File: config.mk
export PLATFORM = sky130hd
export DESIGN_NAME = pic_top
export DESIGN_NICKNAME = d
export VERILOG_FILES = /design/src/rtl/dummy_unused_guard.sv /design/src/rtl/pic_pkg.sv /design/src/rtl/pic_top.sv /design/src/rtl/pic_arbiter.sv
export SDC_FILE = /design/constraint.sdc
export NUM_CORES = 1
export LEC_CHECK = 0
export ABC_CLOCK_PERIOD_IN_PS = 60000
export BUFFER_PORTS_ARGS = -buffer_cell sky130_fd_sc_hd__buf_2
export CORE_ASPECT_RATIO = 0.9
export CORE_MARGIN = 4
export CORE_UTILIZATION = 35
export DETAILED_ROUTE_END_ITERATION = 10
export HOLD_SLACK_MARGIN = 0.12
export SLEW_MARGIN = 30
export SYNTH_ARGS = -nofsm -noshare
export SYNTH_HDL_FRONTEND = slang
export SYNTH_HIERARCHICAL = 1
export SYNTH_SLANG_ARGS = --single-unit
File: constraint.sdc
create_clock -name clk_sys -period 60 [get_ports clk_sys]
set_input_delay 9 -clock clk_sys [delete_from_list [all_inputs] [get_ports clk_sys]]
set_output_delay 9 -clock clk_sys [all_outputs]
set_load 0.02 [all_outputs]
File: src/rtl/dummy_unused_guard.sv
`timescale 1ns/100ps

File: src/rtl/pic_pkg.sv
// Constants, register map and state encoding of the priority interrupt controller.
// Assumes a 32-bit APB register bus and one system clock.
package pic_pkg;

  // Sources and vectors
  localparam int NUM_MSK = 35;
  localparam int IDX_W = 6;
  localparam logic [23:0] VEC_BASE = 24'hFFFF00;
  localparam logic [7:0] VEC_FIRST_MSK = 8'h28;
  localparam logic [7:0] VEC_NMI = 8'h20;
  localparam logic [7:0] VEC_WATCHDOG = 8'h24;
  localparam logic [7:0] VEC_ILLEGAL = 8'h08;
  localparam int IDX_PIN_FIRST = 0;
  localparam int NUM_PINS = 4;
  localparam int IDX_DMA_DONE_FIRST = 24;
  localparam int IDX_DMA_DONE_LAST = 27;
  localparam int IDX_RSVD_FIRST = 28;
  localparam int IDX_RSVD_LAST = 30;

  // Levels and mask
  localparam logic [2:0] LEVEL_TOP = 3'h7;
  localparam logic [2:0] LEVEL_MIN = 3'h1;
  localparam logic [2:0] LEVEL_MAX_MSK = 3'h6;
  localparam logic [2:0] MASK_RESET = 3'h7;
  localparam int SW_MASK_LSB = 12;

  // Acceptance timing, one state per clock
  localparam int ACCEPT_STATES = 18;
  localparam logic [4:0] ACCEPT_CNT_IRQ = 5'(ACCEPT_STATES - 2);
  localparam logic [4:0] ACCEPT_CNT_TRAP = 5'(ACCEPT_STATES - 1);
  localparam logic [23:0] STACK_FRAME_BYTES = 24'h000006;

  // Register map
  localparam int NUM_LEVEL_REGS = 5;
  localparam int LEVEL_FIELD_W = 4;
  localparam int LEVELS_PER_REG = 8;
  localparam logic [11:0] REG_LEVEL0 = 12'h000;
  localparam logic [11:0] REG_STATUS = 12'h014;
  localparam logic [11:0] REG_PEND0 = 12'h018;
  localparam logic [11:0] REG_PEND1 = 12'h01C;
  localparam logic [31:0] LEVEL_RESET = 32'h00000000;
  localparam int ST_MASK_LSB = 0;
  localparam int ST_NEST_LSB = 8;
  localparam int ST_CLVL_LSB = 16;
  localparam int ST_CVAL_BIT = 19;
  localparam int ST_STATE_LSB = 20;

  typedef enum logic [3:0] {
    PIC_IDLE = 4'b0001,
    PIC_VREAD = 4'b0010,
    PIC_ACCEPT = 4'b0100,
    PIC_FIRST = 4'b1000
  } pic_state_t;

endpackage : pic_pkg

File: src/rtl/pic_top.sv
// Priority interrupt controller with the CPU's acceptance sequencer.
// Assumes request pulses from on-chip logic on clk_sys, pins asynchronous,
// and a CPU core that performs stacking and jumps on the strobes given here.
//
// Design decisions made here: the placing of the registers and register access over APB.
`timescale 1ns/100ps
`default_nettype none
module pic_top
  import pic_pkg::*;
(
  // Clock and reset
  input wire logic clk_sys,
  input wire logic rstn,
  // APB slave
  input wire logic psel,
  input wire logic penable,
  input wire logic pwrite,
  input wire logic [11:0] paddr,
  input wire logic [31:0] pwdata,
  input wire logic [3:0] pstrb,
  output logic [31:0] prdata,
  output logic pready,
  output logic pslverr,
  // Request sources
  input wire logic nmi_pin,
  input wire logic [NUM_PINS-1:0] external_pin_request,
  input wire logic watchdog_request,
  input wire logic [NUM_MSK-1:0] source_request,
  // CPU instruction strobes
  input wire logic set_mask_instruction,
  input wire logic [2:0] set_mask_operand,
  input wire logic mask_all_instruction,
  input wire logic software_trap,
  input wire logic [2:0] software_trap_num,
  input wire logic illegal_op_trap,
  input wire logic first_insn_done,
  input wire logic return_from_handler,
  input wire logic [23:0] pop_pc,
  input wire logic [15:0] pop_status,
  // CPU context
  input wire logic [23:0] cpu_pc,
  input wire logic [15:0] cpu_status,
  input wire logic [23:0] system_stack_pointer,
  // Acceptance outputs
  output logic stack_push,
  output logic [23:0] stack_addr,
  output logic [23:0] push_pc,
  output logic [15:0] push_status,
  output logic handler_start,
  output logic [23:0] vector_fetch_addr,
  output logic resume_valid,
  output logic [23:0] resume_pc,
  output logic [15:0] resume_status,
  output logic busy,
  // Controller view
  output logic [2:0] cpu_mask_level,
  output logic [7:0] nesting_depth_counter,
  output logic [2:0] request_level,
  output logic request_valid,
  output logic [7:0] dma_start_code
);

  pic_state_t state;
  logic [31:0] level_reg [NUM_LEVEL_REGS];
  logic [3*NUM_MSK-1:0] levels;
  logic [NUM_MSK-1:0] pend;
  logic [NUM_MSK-1:0] pin_edge;
  logic [NUM_MSK-1:0] clr_src;
  logic nmi_pend;
  logic wd_pend;
  logic [NUM_PINS:0] sync1, sync2, sync3;
  logic arb_valid;
  logic [IDX_W-1:0] arb_idx;
  logic [2:0] arb_level;
  logic cand_valid;
  logic [2:0] cand_level;
  logic [7:0] cand_vec;
  logic [2:0] eff_mask;
  logic take_irq;
  logic take_trap;
  logic [7:0] trap_vec;
  logic [7:0] acc_vec;
  logic [2:0] acc_level;
  logic [IDX_W-1:0] acc_idx;
  logic acc_nmi, acc_wd, acc_trap;
  logic [4:0] cnt;
  logic acc_first;
  logic [2:0] next_mask;

  // Pins are asynchronous: two flops before the edge detector
  always_ff @(posedge clk_sys or negedge rstn) begin
    if (!rstn) begin
      sync1 <= '0;
      sync2 <= '0;
      sync3 <= '0;
    end else begin
      sync1 <= {nmi_pin, external_pin_request};
      sync2 <= sync1;
      sync3 <= sync2;
    end
  end

  // Per-source pending flip-flops; a new request wins over the clear
  for (genvar i = 0; i < NUM_MSK; i++) begin : g_src
    if (i >= IDX_RSVD_FIRST && i <= IDX_RSVD_LAST) begin : g_rsvd
      assign pin_edge[i] = 1'b0;
      assign levels[3*i +: 3] = 3'h0;
      always_ff @(posedge clk_sys or negedge rstn) begin
        if (!rstn) begin
          pend[i] <= 1'b0;
        end else begin
          pend[i] <= 1'b0;
        end
      end
    end else begin : g_live
      if (i >= IDX_PIN_FIRST && i < IDX_PIN_FIRST + NUM_PINS) begin : g_pin
        assign pin_edge[i] = sync2[i - IDX_PIN_FIRST] & ~sync3[i - IDX_PIN_FIRST];
      end else begin : g_int
        assign pin_edge[i] = 1'b0;
      end
      assign levels[3*i +: 3] =
        level_reg[i / LEVELS_PER_REG][(i % LEVELS_PER_REG) * LEVEL_FIELD_W +: 3];
      always_ff @(posedge clk_sys or negedge rstn) begin
        if (!rstn) begin
          pend[i] <= 1'b0;
        end else if (source_request[i] || pin_edge[i]) begin
          pend[i] <= 1'b1;
        end else if (clr_src[i]) begin
          pend[i] <= 1'b0;
        end
      end
    end
  end

  // Non-maskable pending flags, fixed at the top level
  always_ff @(posedge clk_sys or negedge rstn) begin
    if (!rstn) begin
      nmi_pend <= 1'b0;
      wd_pend <= 1'b0;
    end else begin
      if (sync2[NUM_PINS] && !sync3[NUM_PINS]) begin
        nmi_pend <= 1'b1;
      end else if (state == PIC_VREAD && acc_nmi) begin
        nmi_pend <= 1'b0;
      end
      if (watchdog_request) begin
        wd_pend <= 1'b1;
      end else if (state == PIC_VREAD && acc_wd) begin
        wd_pend <= 1'b0;
      end
    end
  end

  pic_arbiter #(
    .N(NUM_MSK)
  ) u_arb (
    .pend(pend),
    .levels(levels),
    .win_valid(arb_valid),
    .win_idx(arb_idx),
    .win_level(arb_level)
  );

  // Candidate: NMI, then watchdog (smaller vectors), then maskable winner
  always_comb begin
    cand_valid = nmi_pend | wd_pend | arb_valid;
    if (nmi_pend) begin
      cand_level = LEVEL_TOP;
      cand_vec = VEC_NMI;
    end else if (wd_pend) begin
      cand_level = LEVEL_TOP;
      cand_vec = VEC_WATCHDOG;
    end else begin
      cand_level = arb_level;
      cand_vec = VEC_FIRST_MSK + {arb_idx, 2'b00};
    end
  end

  // A set-mask or mask-all instruction counts in the cycle it starts
  always_comb begin
    if (mask_all_instruction) begin
      eff_mask = LEVEL_TOP;
    end else if (set_mask_instruction) begin
      eff_mask = (set_mask_operand == 3'h0) ? LEVEL_MIN : set_mask_operand;
    end else begin
      eff_mask = cpu_mask_level;
    end
  end

  // Trap vectors: trap n at 4n, so trap two and the illegal trap coincide
  assign trap_vec = illegal_op_trap ? VEC_ILLEGAL : {3'h0, software_trap_num, 2'b00};
  assign take_trap = (state == PIC_IDLE) && (software_trap || illegal_op_trap);
  // Sampling only in idle: blocks new requests until first handler instruction
  assign take_irq = (state == PIC_IDLE) && !take_trap && cand_valid
                    && (cand_level >= eff_mask);

  always_comb begin
    clr_src = '0;
    if (state == PIC_VREAD && !acc_nmi && !acc_wd) begin
      clr_src[acc_idx] = 1'b1;
    end
  end

  // Acceptance sequencer
  always_ff @(posedge clk_sys or negedge rstn) begin
    if (!rstn) begin
      state <= PIC_IDLE;
      cnt <= 5'h00;
      acc_first <= 1'b0;
    end else begin
      case (state)
        PIC_IDLE: begin
          if (take_trap) begin
            state <= PIC_ACCEPT;
            cnt <= ACCEPT_CNT_TRAP;
            acc_first <= 1'b1;
          end else if (take_irq) begin
            state <= PIC_VREAD;
          end
        end
        PIC_VREAD: begin
          state <= PIC_ACCEPT;
          cnt <= ACCEPT_CNT_IRQ;
          acc_first <= 1'b1;
        end
        PIC_ACCEPT: begin
          acc_first <= 1'b0;
          if (cnt == 5'h01) begin
            state <= PIC_FIRST;
          end
          cnt <= cnt - 5'h01;
        end
        PIC_FIRST: begin
          if (first_insn_done) begin
            state <= PIC_IDLE;
          end
        end
        default: begin
          state <= PIC_IDLE;
        end
      endcase
    end
  end

  // Latch what is being accepted; an interrupt's vector registers at the read cycle, a trap's at sampling
  always_ff @(posedge clk_sys or negedge rstn) begin
    if (!rstn) begin
      acc_vec <= 8'h00;
      acc_level <= 3'h0;
      acc_idx <= '0;
      acc_nmi <= 1'b0;
      acc_wd <= 1'b0;
      acc_trap <= 1'b0;
    end else if (take_trap) begin
      acc_vec <= trap_vec;
      acc_trap <= 1'b1;
      acc_nmi <= 1'b0;
      acc_wd <= 1'b0;
    end else if (take_irq) begin
      acc_level <= cand_level;
      acc_idx <= arb_idx;
      acc_nmi <= nmi_pend;
      acc_wd <= wd_pend & ~nmi_pend;
      acc_trap <= 1'b0;
    end else if (state == PIC_VREAD) begin
      acc_vec <= acc_nmi ? VEC_NMI : acc_wd ? VEC_WATCHDOG
        : VEC_FIRST_MSK + {acc_idx, 2'b00};
    end
  end

  // New mask: top for NMI, else one above the accepted level, capped at the top
  always_comb begin
    if (acc_nmi) begin
      next_mask = LEVEL_TOP;
    end else begin
      next_mask = (acc_level == LEVEL_TOP) ? LEVEL_TOP : acc_level + 3'h1;
    end
  end

  // Mask field; a return restores it from the popped status word
  always_ff @(posedge clk_sys or negedge rstn) begin
    if (!rstn) begin
      cpu_mask_level <= MASK_RESET;
    end else if (return_from_handler) begin
      cpu_mask_level <= pop_status[SW_MASK_LSB +: 3];
    end else if (state == PIC_ACCEPT && acc_first && !acc_trap) begin
      cpu_mask_level <= next_mask;
    end else if (mask_all_instruction) begin
      cpu_mask_level <= LEVEL_TOP;
    end else if (set_mask_instruction) begin
      cpu_mask_level <= (set_mask_operand == 3'h0) ? LEVEL_MIN : set_mask_operand;
    end
  end

  always_ff @(posedge clk_sys or negedge rstn) begin
    if (!rstn) begin
      nesting_depth_counter <= 8'h00;
    end else if (state == PIC_ACCEPT && acc_first) begin
      nesting_depth_counter <= nesting_depth_counter + 8'h01;
    end else if (return_from_handler) begin
      nesting_depth_counter <= nesting_depth_counter - 8'h01;
    end
  end

  // Stacking strobe carries the old mask inside the status word
  always_ff @(posedge clk_sys or negedge rstn) begin
    if (!rstn) begin
      stack_push <= 1'b0;
      stack_addr <= 24'h000000;
      push_pc <= 24'h000000;
      push_status <= 16'h0000;
    end else begin
      stack_push <= (state == PIC_ACCEPT) && acc_first;
      if (state == PIC_ACCEPT && acc_first) begin
        stack_addr <= system_stack_pointer - STACK_FRAME_BYTES;
        push_pc <= cpu_pc;
        push_status <= cpu_status;
        push_status[SW_MASK_LSB +: 3] <= cpu_mask_level;
      end
    end
  end

  always_ff @(posedge clk_sys or negedge rstn) begin
    if (!rstn) begin
      handler_start <= 1'b0;
      vector_fetch_addr <= 24'h000000;
    end else begin
      handler_start <= (state == PIC_ACCEPT) && (cnt == 5'h01);
      if (state == PIC_ACCEPT && cnt == 5'h01) begin
        vector_fetch_addr <= VEC_BASE | {16'h0000, acc_vec};
      end
    end
  end

  always_ff @(posedge clk_sys or negedge rstn) begin
    if (!rstn) begin
      resume_valid <= 1'b0;
      resume_pc <= 24'h000000;
      resume_status <= 16'h0000;
    end else begin
      resume_valid <= return_from_handler;
      if (return_from_handler) begin
        resume_pc <= pop_pc;
        resume_status <= pop_status;
      end
    end
  end

  // Presented request and its DMA start code
  always_ff @(posedge clk_sys or negedge rstn) begin
    if (!rstn) begin
      request_valid <= 1'b0;
      request_level <= 3'h0;
      dma_start_code <= 8'h00;
    end else begin
      request_valid <= cand_valid;
      request_level <= cand_valid ? cand_level : 3'h0;
      if (!nmi_pend && !wd_pend && arb_valid
          && !(arb_idx >= IDX_W'(IDX_DMA_DONE_FIRST) && arb_idx <= IDX_W'(IDX_DMA_DONE_LAST))) begin
        dma_start_code <= {2'b00, cand_vec[7:2]};
      end else begin
        dma_start_code <= 8'h00;
      end
    end
  end

  assign busy = (state != PIC_IDLE);

  // APB slave: always ready, error on unmapped offsets
  logic rd_hit;
  logic [31:0] rd_mux;
  always_comb begin
    rd_hit = 1'b1;
    rd_mux = 32'h00000000;
    case (paddr)
      REG_STATUS: begin
        rd_mux[ST_MASK_LSB +: 3] = cpu_mask_level;
        rd_mux[ST_NEST_LSB +: 8] = nesting_depth_counter;
        rd_mux[ST_CLVL_LSB +: 3] = cand_level;
        rd_mux[ST_CVAL_BIT] = cand_valid;
        rd_mux[ST_STATE_LSB +: 4] = state;
      end
      REG_PEND0: rd_mux = pend[31:0];
      REG_PEND1: rd_mux = {27'h0, nmi_pend, wd_pend, pend[NUM_MSK-1:32]};
      default: begin
        rd_hit = 1'b0;
        for (int r = 0; r < NUM_LEVEL_REGS; r++) begin
          if (paddr == REG_LEVEL0 + 12'(4 * r)) begin
            rd_hit = 1'b1;
            rd_mux = level_reg[r];
          end
        end
      end
    endcase
  end

  assign pready = 1'b1;
  assign pslverr = psel & penable & ~rd_hit;

  always_ff @(posedge clk_sys or negedge rstn) begin
    if (!rstn) begin
      prdata <= 32'h00000000;
    end else if (psel && !penable && !pwrite) begin
      prdata <= rd_mux;
    end
  end

  // Level fields are 3 bits in 4-bit slots; the spare bit reads zero
  for (genvar r = 0; r < NUM_LEVEL_REGS; r++) begin : g_lvl
    always_ff @(posedge clk_sys or negedge rstn) begin
      if (!rstn) begin
        level_reg[r] <= LEVEL_RESET;
      end else if (psel && penable && pwrite && paddr == REG_LEVEL0 + 12'(4 * r)) begin
        for (int b = 0; b < 4; b++) begin
          if (pstrb[b]) begin
            level_reg[r][8*b +: 8] <= pwdata[8*b +: 8] & 8'h77;
          end
        end
      end
    end
  end

endmodule : pic_top
`default_nettype wire

File: src/rtl/pic_arbiter.sv
// Highest-level, lowest-index selection among pending maskable sources.
// Assumes levels packed three bits per source, purely combinational.
`timescale 1ns/100ps
`default_nettype none
module pic_arbiter
  import pic_pkg::*;
#(
  parameter int N = NUM_MSK
) (
  // Requests and levels
  input wire logic [N-1:0] pend,
  input wire logic [3*N-1:0] levels,
  // Winner
  output logic win_valid,
  output logic [IDX_W-1:0] win_idx,
  output logic [2:0] win_level
);

  always_comb begin
    logic [2:0] lvl;
    lvl = 3'h0;
    win_valid = 1'b0;
    win_idx = '0;
    win_level = 3'h0;
    // Walk downward with >= so that the smaller vector wins a tie
    for (int i = N - 1; i >= 0; i--) begin
      lvl = levels[3*i +: 3];
      if (pend[i] && lvl >= LEVEL_MIN && lvl <= LEVEL_MAX_MSK && lvl >= win_level) begin
        win_valid = 1'b1;
        win_idx = IDX_W'(i);
        win_level = lvl;
      end
    end
  end

endmodule : pic_arbiter
`default_nettype wire

==> results.json <==
{
  "r2r_cells": 216,
  "cts-buffers-inserted": 41,
  "worst-setup-path-type": "flip-flop to flip-flop",
  "drt-initial-drc-count": 1933,
  "fin_total_pwr_uw": 855,
  "cp_max_fo": 18,
  "timing.final.crit_share": 0.829,
  "relSlewSlack": 0.325,
  "fmax_ghz": 0.0201,
  "antenna_found_initial": 28,
  "final_common_cell": "buf_2",
  "largest_reg_flops": 120,
  "rsz0062_at_grt": "no",
  "ir_drop_v": 0.0000239,
  "ys_types": 116,
  "tightest_slew_ns": 1.01,
  "syn_area_um2": 22400,
  "synthCells": 2377,
  "async_flop_share": 1.00,
  "die_h_um": 248,
  "synth_edf_count": 0,
  "fin_nets": 3061,
  "viasPerCell": 5.61,
  "fin_ws_ns": 10.24,
  "hold_end": "sync2[0]",
  "drt_wl_total_um": 85700,
  "cts_setup_buffers": 0,
  "synth_top_area_share": 0.402,
  "grt_pass1_vias": 20100,
  "holdPathStages": 0,
  "cpMostUsedCell": "ha_1",
  "crit_family": "compound AO/OA/AOI/OAI gates",
  "dieArea_um2": 68200,
  "syn2layout_area_growth_pct": 19.7,
  "hpwl_um": 67200,
  "layout_common_cells": "378 x buf_2, 361 x nand2_1, 360 x dfrtp_1",
  "core_area_um2": 63000,
  "synth_flop_cell": "dfrtp_1",
  "vias": 20600,
  "start_util": 0.356,
  "grt_use_total": 0.243,
  "avgSynthCellArea_um2": 9.43,
  "reg2reg_from": "level_reg[9]",
  "synth_warnings": 6,
  "clockRootBuffer": "clkbuf_16",
  "place.gp.congestion": 0.949,
  "min_path_type": "flip-flop to flip-flop",
  "end_kind": "flip-flop",
  "yosys-top-cells-area": "dfrtp_1 40%, mux2_2 10%, nand2_1 6.1%",
  "ff2ff_setup_slack_ns": 10.24,
  "leakage_uw": 0.0123,
  "port_buffers": 379,
  "finClkSkew_ns": 0.0127,
  "status": "complete, no violations",
  "min_period_ns": 49.76,
  "slowest_stage": "a211oi_1",
  "rows": 87,
  "rr_endpoint": "acc_idx[3]",
  "detail-route-antenna-nets": 0,
  "yosys_register_bits": 364,
  "cts_buffer_depth": 3,
  "cts_tree": "built",
  "finalMaxSlewViolations": 0,
  "critPathMaxStageDelay_ns": 0.69,
  "post-place-ws_ns": 11.16,
  "firstDrtPassIters": 5,
  "drcViolationCount": 0,
  "clk_latency_ns": 0.58,
  "maxCapViolCount": 0,
  "cp-start-kind": "flip-flop",
  "final_layout_size_suffix_gt1_frac": 0.269,
  "wl_per_cell_um": 23.4,
  "postCtsResizedCells": 0,
  "num_io_pins": 399,
  "arrival_ns": 50.22,
  "cts_num_sinks": 364,
  "setup_tns_ns": 0,
  "worstHoldStart": "sync1[0]",
  "grt-ovfl-total": 0,
  "synth_seq_area_share": 0.407,
  "synth_top_area_cell": "dfrtp_1",
  "cts_htree_levels": 2,
  "final_hold_viol_count": 0,
  "grt_pass1_wl_um": 126000,
  "critPathBufInv": 9,
  "die_w_um": 275,
  "path_clk_slew_ns": 0.06,
  "p_per_area_nw_per_um2": 31.9,
  "cts_hold_buf": 0,
  "required_ns": 60.46,
  "grt_max_degree": 100,
  "setup_viol": 0
}
cells in the mapped netlist, drive strengths merged (26+ instances only):
| library cell | n |
|---|---|
| nor2 | 125 |
| a21oi | 118 |
| nand2b | 54 |
| nor3 | 39 |
| nand3 | 90 |
| nand2 | 363 |
| a211oi | 28 |
| buf | 44 |
| a22oi | 37 |
| and3 | 31 |
| a31oi | 38 |
| and2 | 26 |
| a21o | 44 |
| clkbuf | 50 |
| dfrtp | 360 |
| inv | 102 |
| ha | 74 |
| o21ai | 137 |
| or3 | 33 |
| mux2 | 203 |
metrics by stage:
stage / hold WS [ns] / instances / utilization / instance area, µm²
2_1_floorplan: 0.331 / 2429 / - / 22600
3_3_place_gp: 0.332 / 3578 / 0.401 / 25300
3_5_place_dp: 0.335 / 3578 / 0.401 / 25300
4_1_cts: 0.349 / 3654 / 0.425 / 26800
5_1_grt: 0.351 / 3658 / 0.426 / 26800
6_report: 0.347 / 3662 / 0.426 / 26800
routing by layer:
| metal | global-route usage | part of all wire | vias up |
|---|---|---|---|
| li1 | - | - | 9428 |
| met1 | 0.322 | 0.41 | 10100 |
| met2 | 0.396 | 0.46 | 874 |
| met3 | 0.0603 | 0.090 | 155 |
| met4 | 0.0739 | 0.030 | 22 |
| met5 | 0 | 0.0018 | - |
how the worst max path moves through the flow:
| stage | from | endpoint | depth (start not counted) |
|---|---|---|---|
| after detailed placement | level_reg[8] | acc_idx[3] | 216 |
| final | level_reg[9] | acc_idx[3] | 216 |
| after global routing | level_reg[8] | acc_idx[5] | 219 |
| after global placement | level_reg[8] | acc_idx[4] | 217 |
| after CTS | level_reg[9] | acc_idx[3] | 216 |
| after floorplan | level_reg[8] | acc_idx[0] | 217 |
where the power goes:
| part | leakage [µW] | internal [µW] | switching (µW) | total (µW) |
|---|---|---|---|---|
| registers | 0.00454 | 283 | 30.6 | 314 |
| clock network | 0.000739 | 174 | 111 | 285 |
| logic | 0.00702 | 91.5 | 164 | 256 |
| total | 0.0123 | 549 | 306 | 855 |
kinds of logic after synthesis:
logic type | synth area share
other cells | 0.000335
simple gates | 0.192
xor+xnor | 0.0121
compound gates | 0.183
fa+ha+maj | 0.0471
buf+inv | 0.0373
mux | 0.122
flops | 0.407
cell type report:
class / count / area (µm²)
sequential: 364 / 9110
antenna: 8 / 20.0
clock buffer: 59 / 1190
multi-input combinational: 1868 / 12700
timing repair buffer: 398 / 2060
fill: 6205 / 36200
inverter: 103 / 387
tap: 845 / 1060
clock inverter: 17 / 318
No activity file was read; power rests on OpenSTA's default activity.
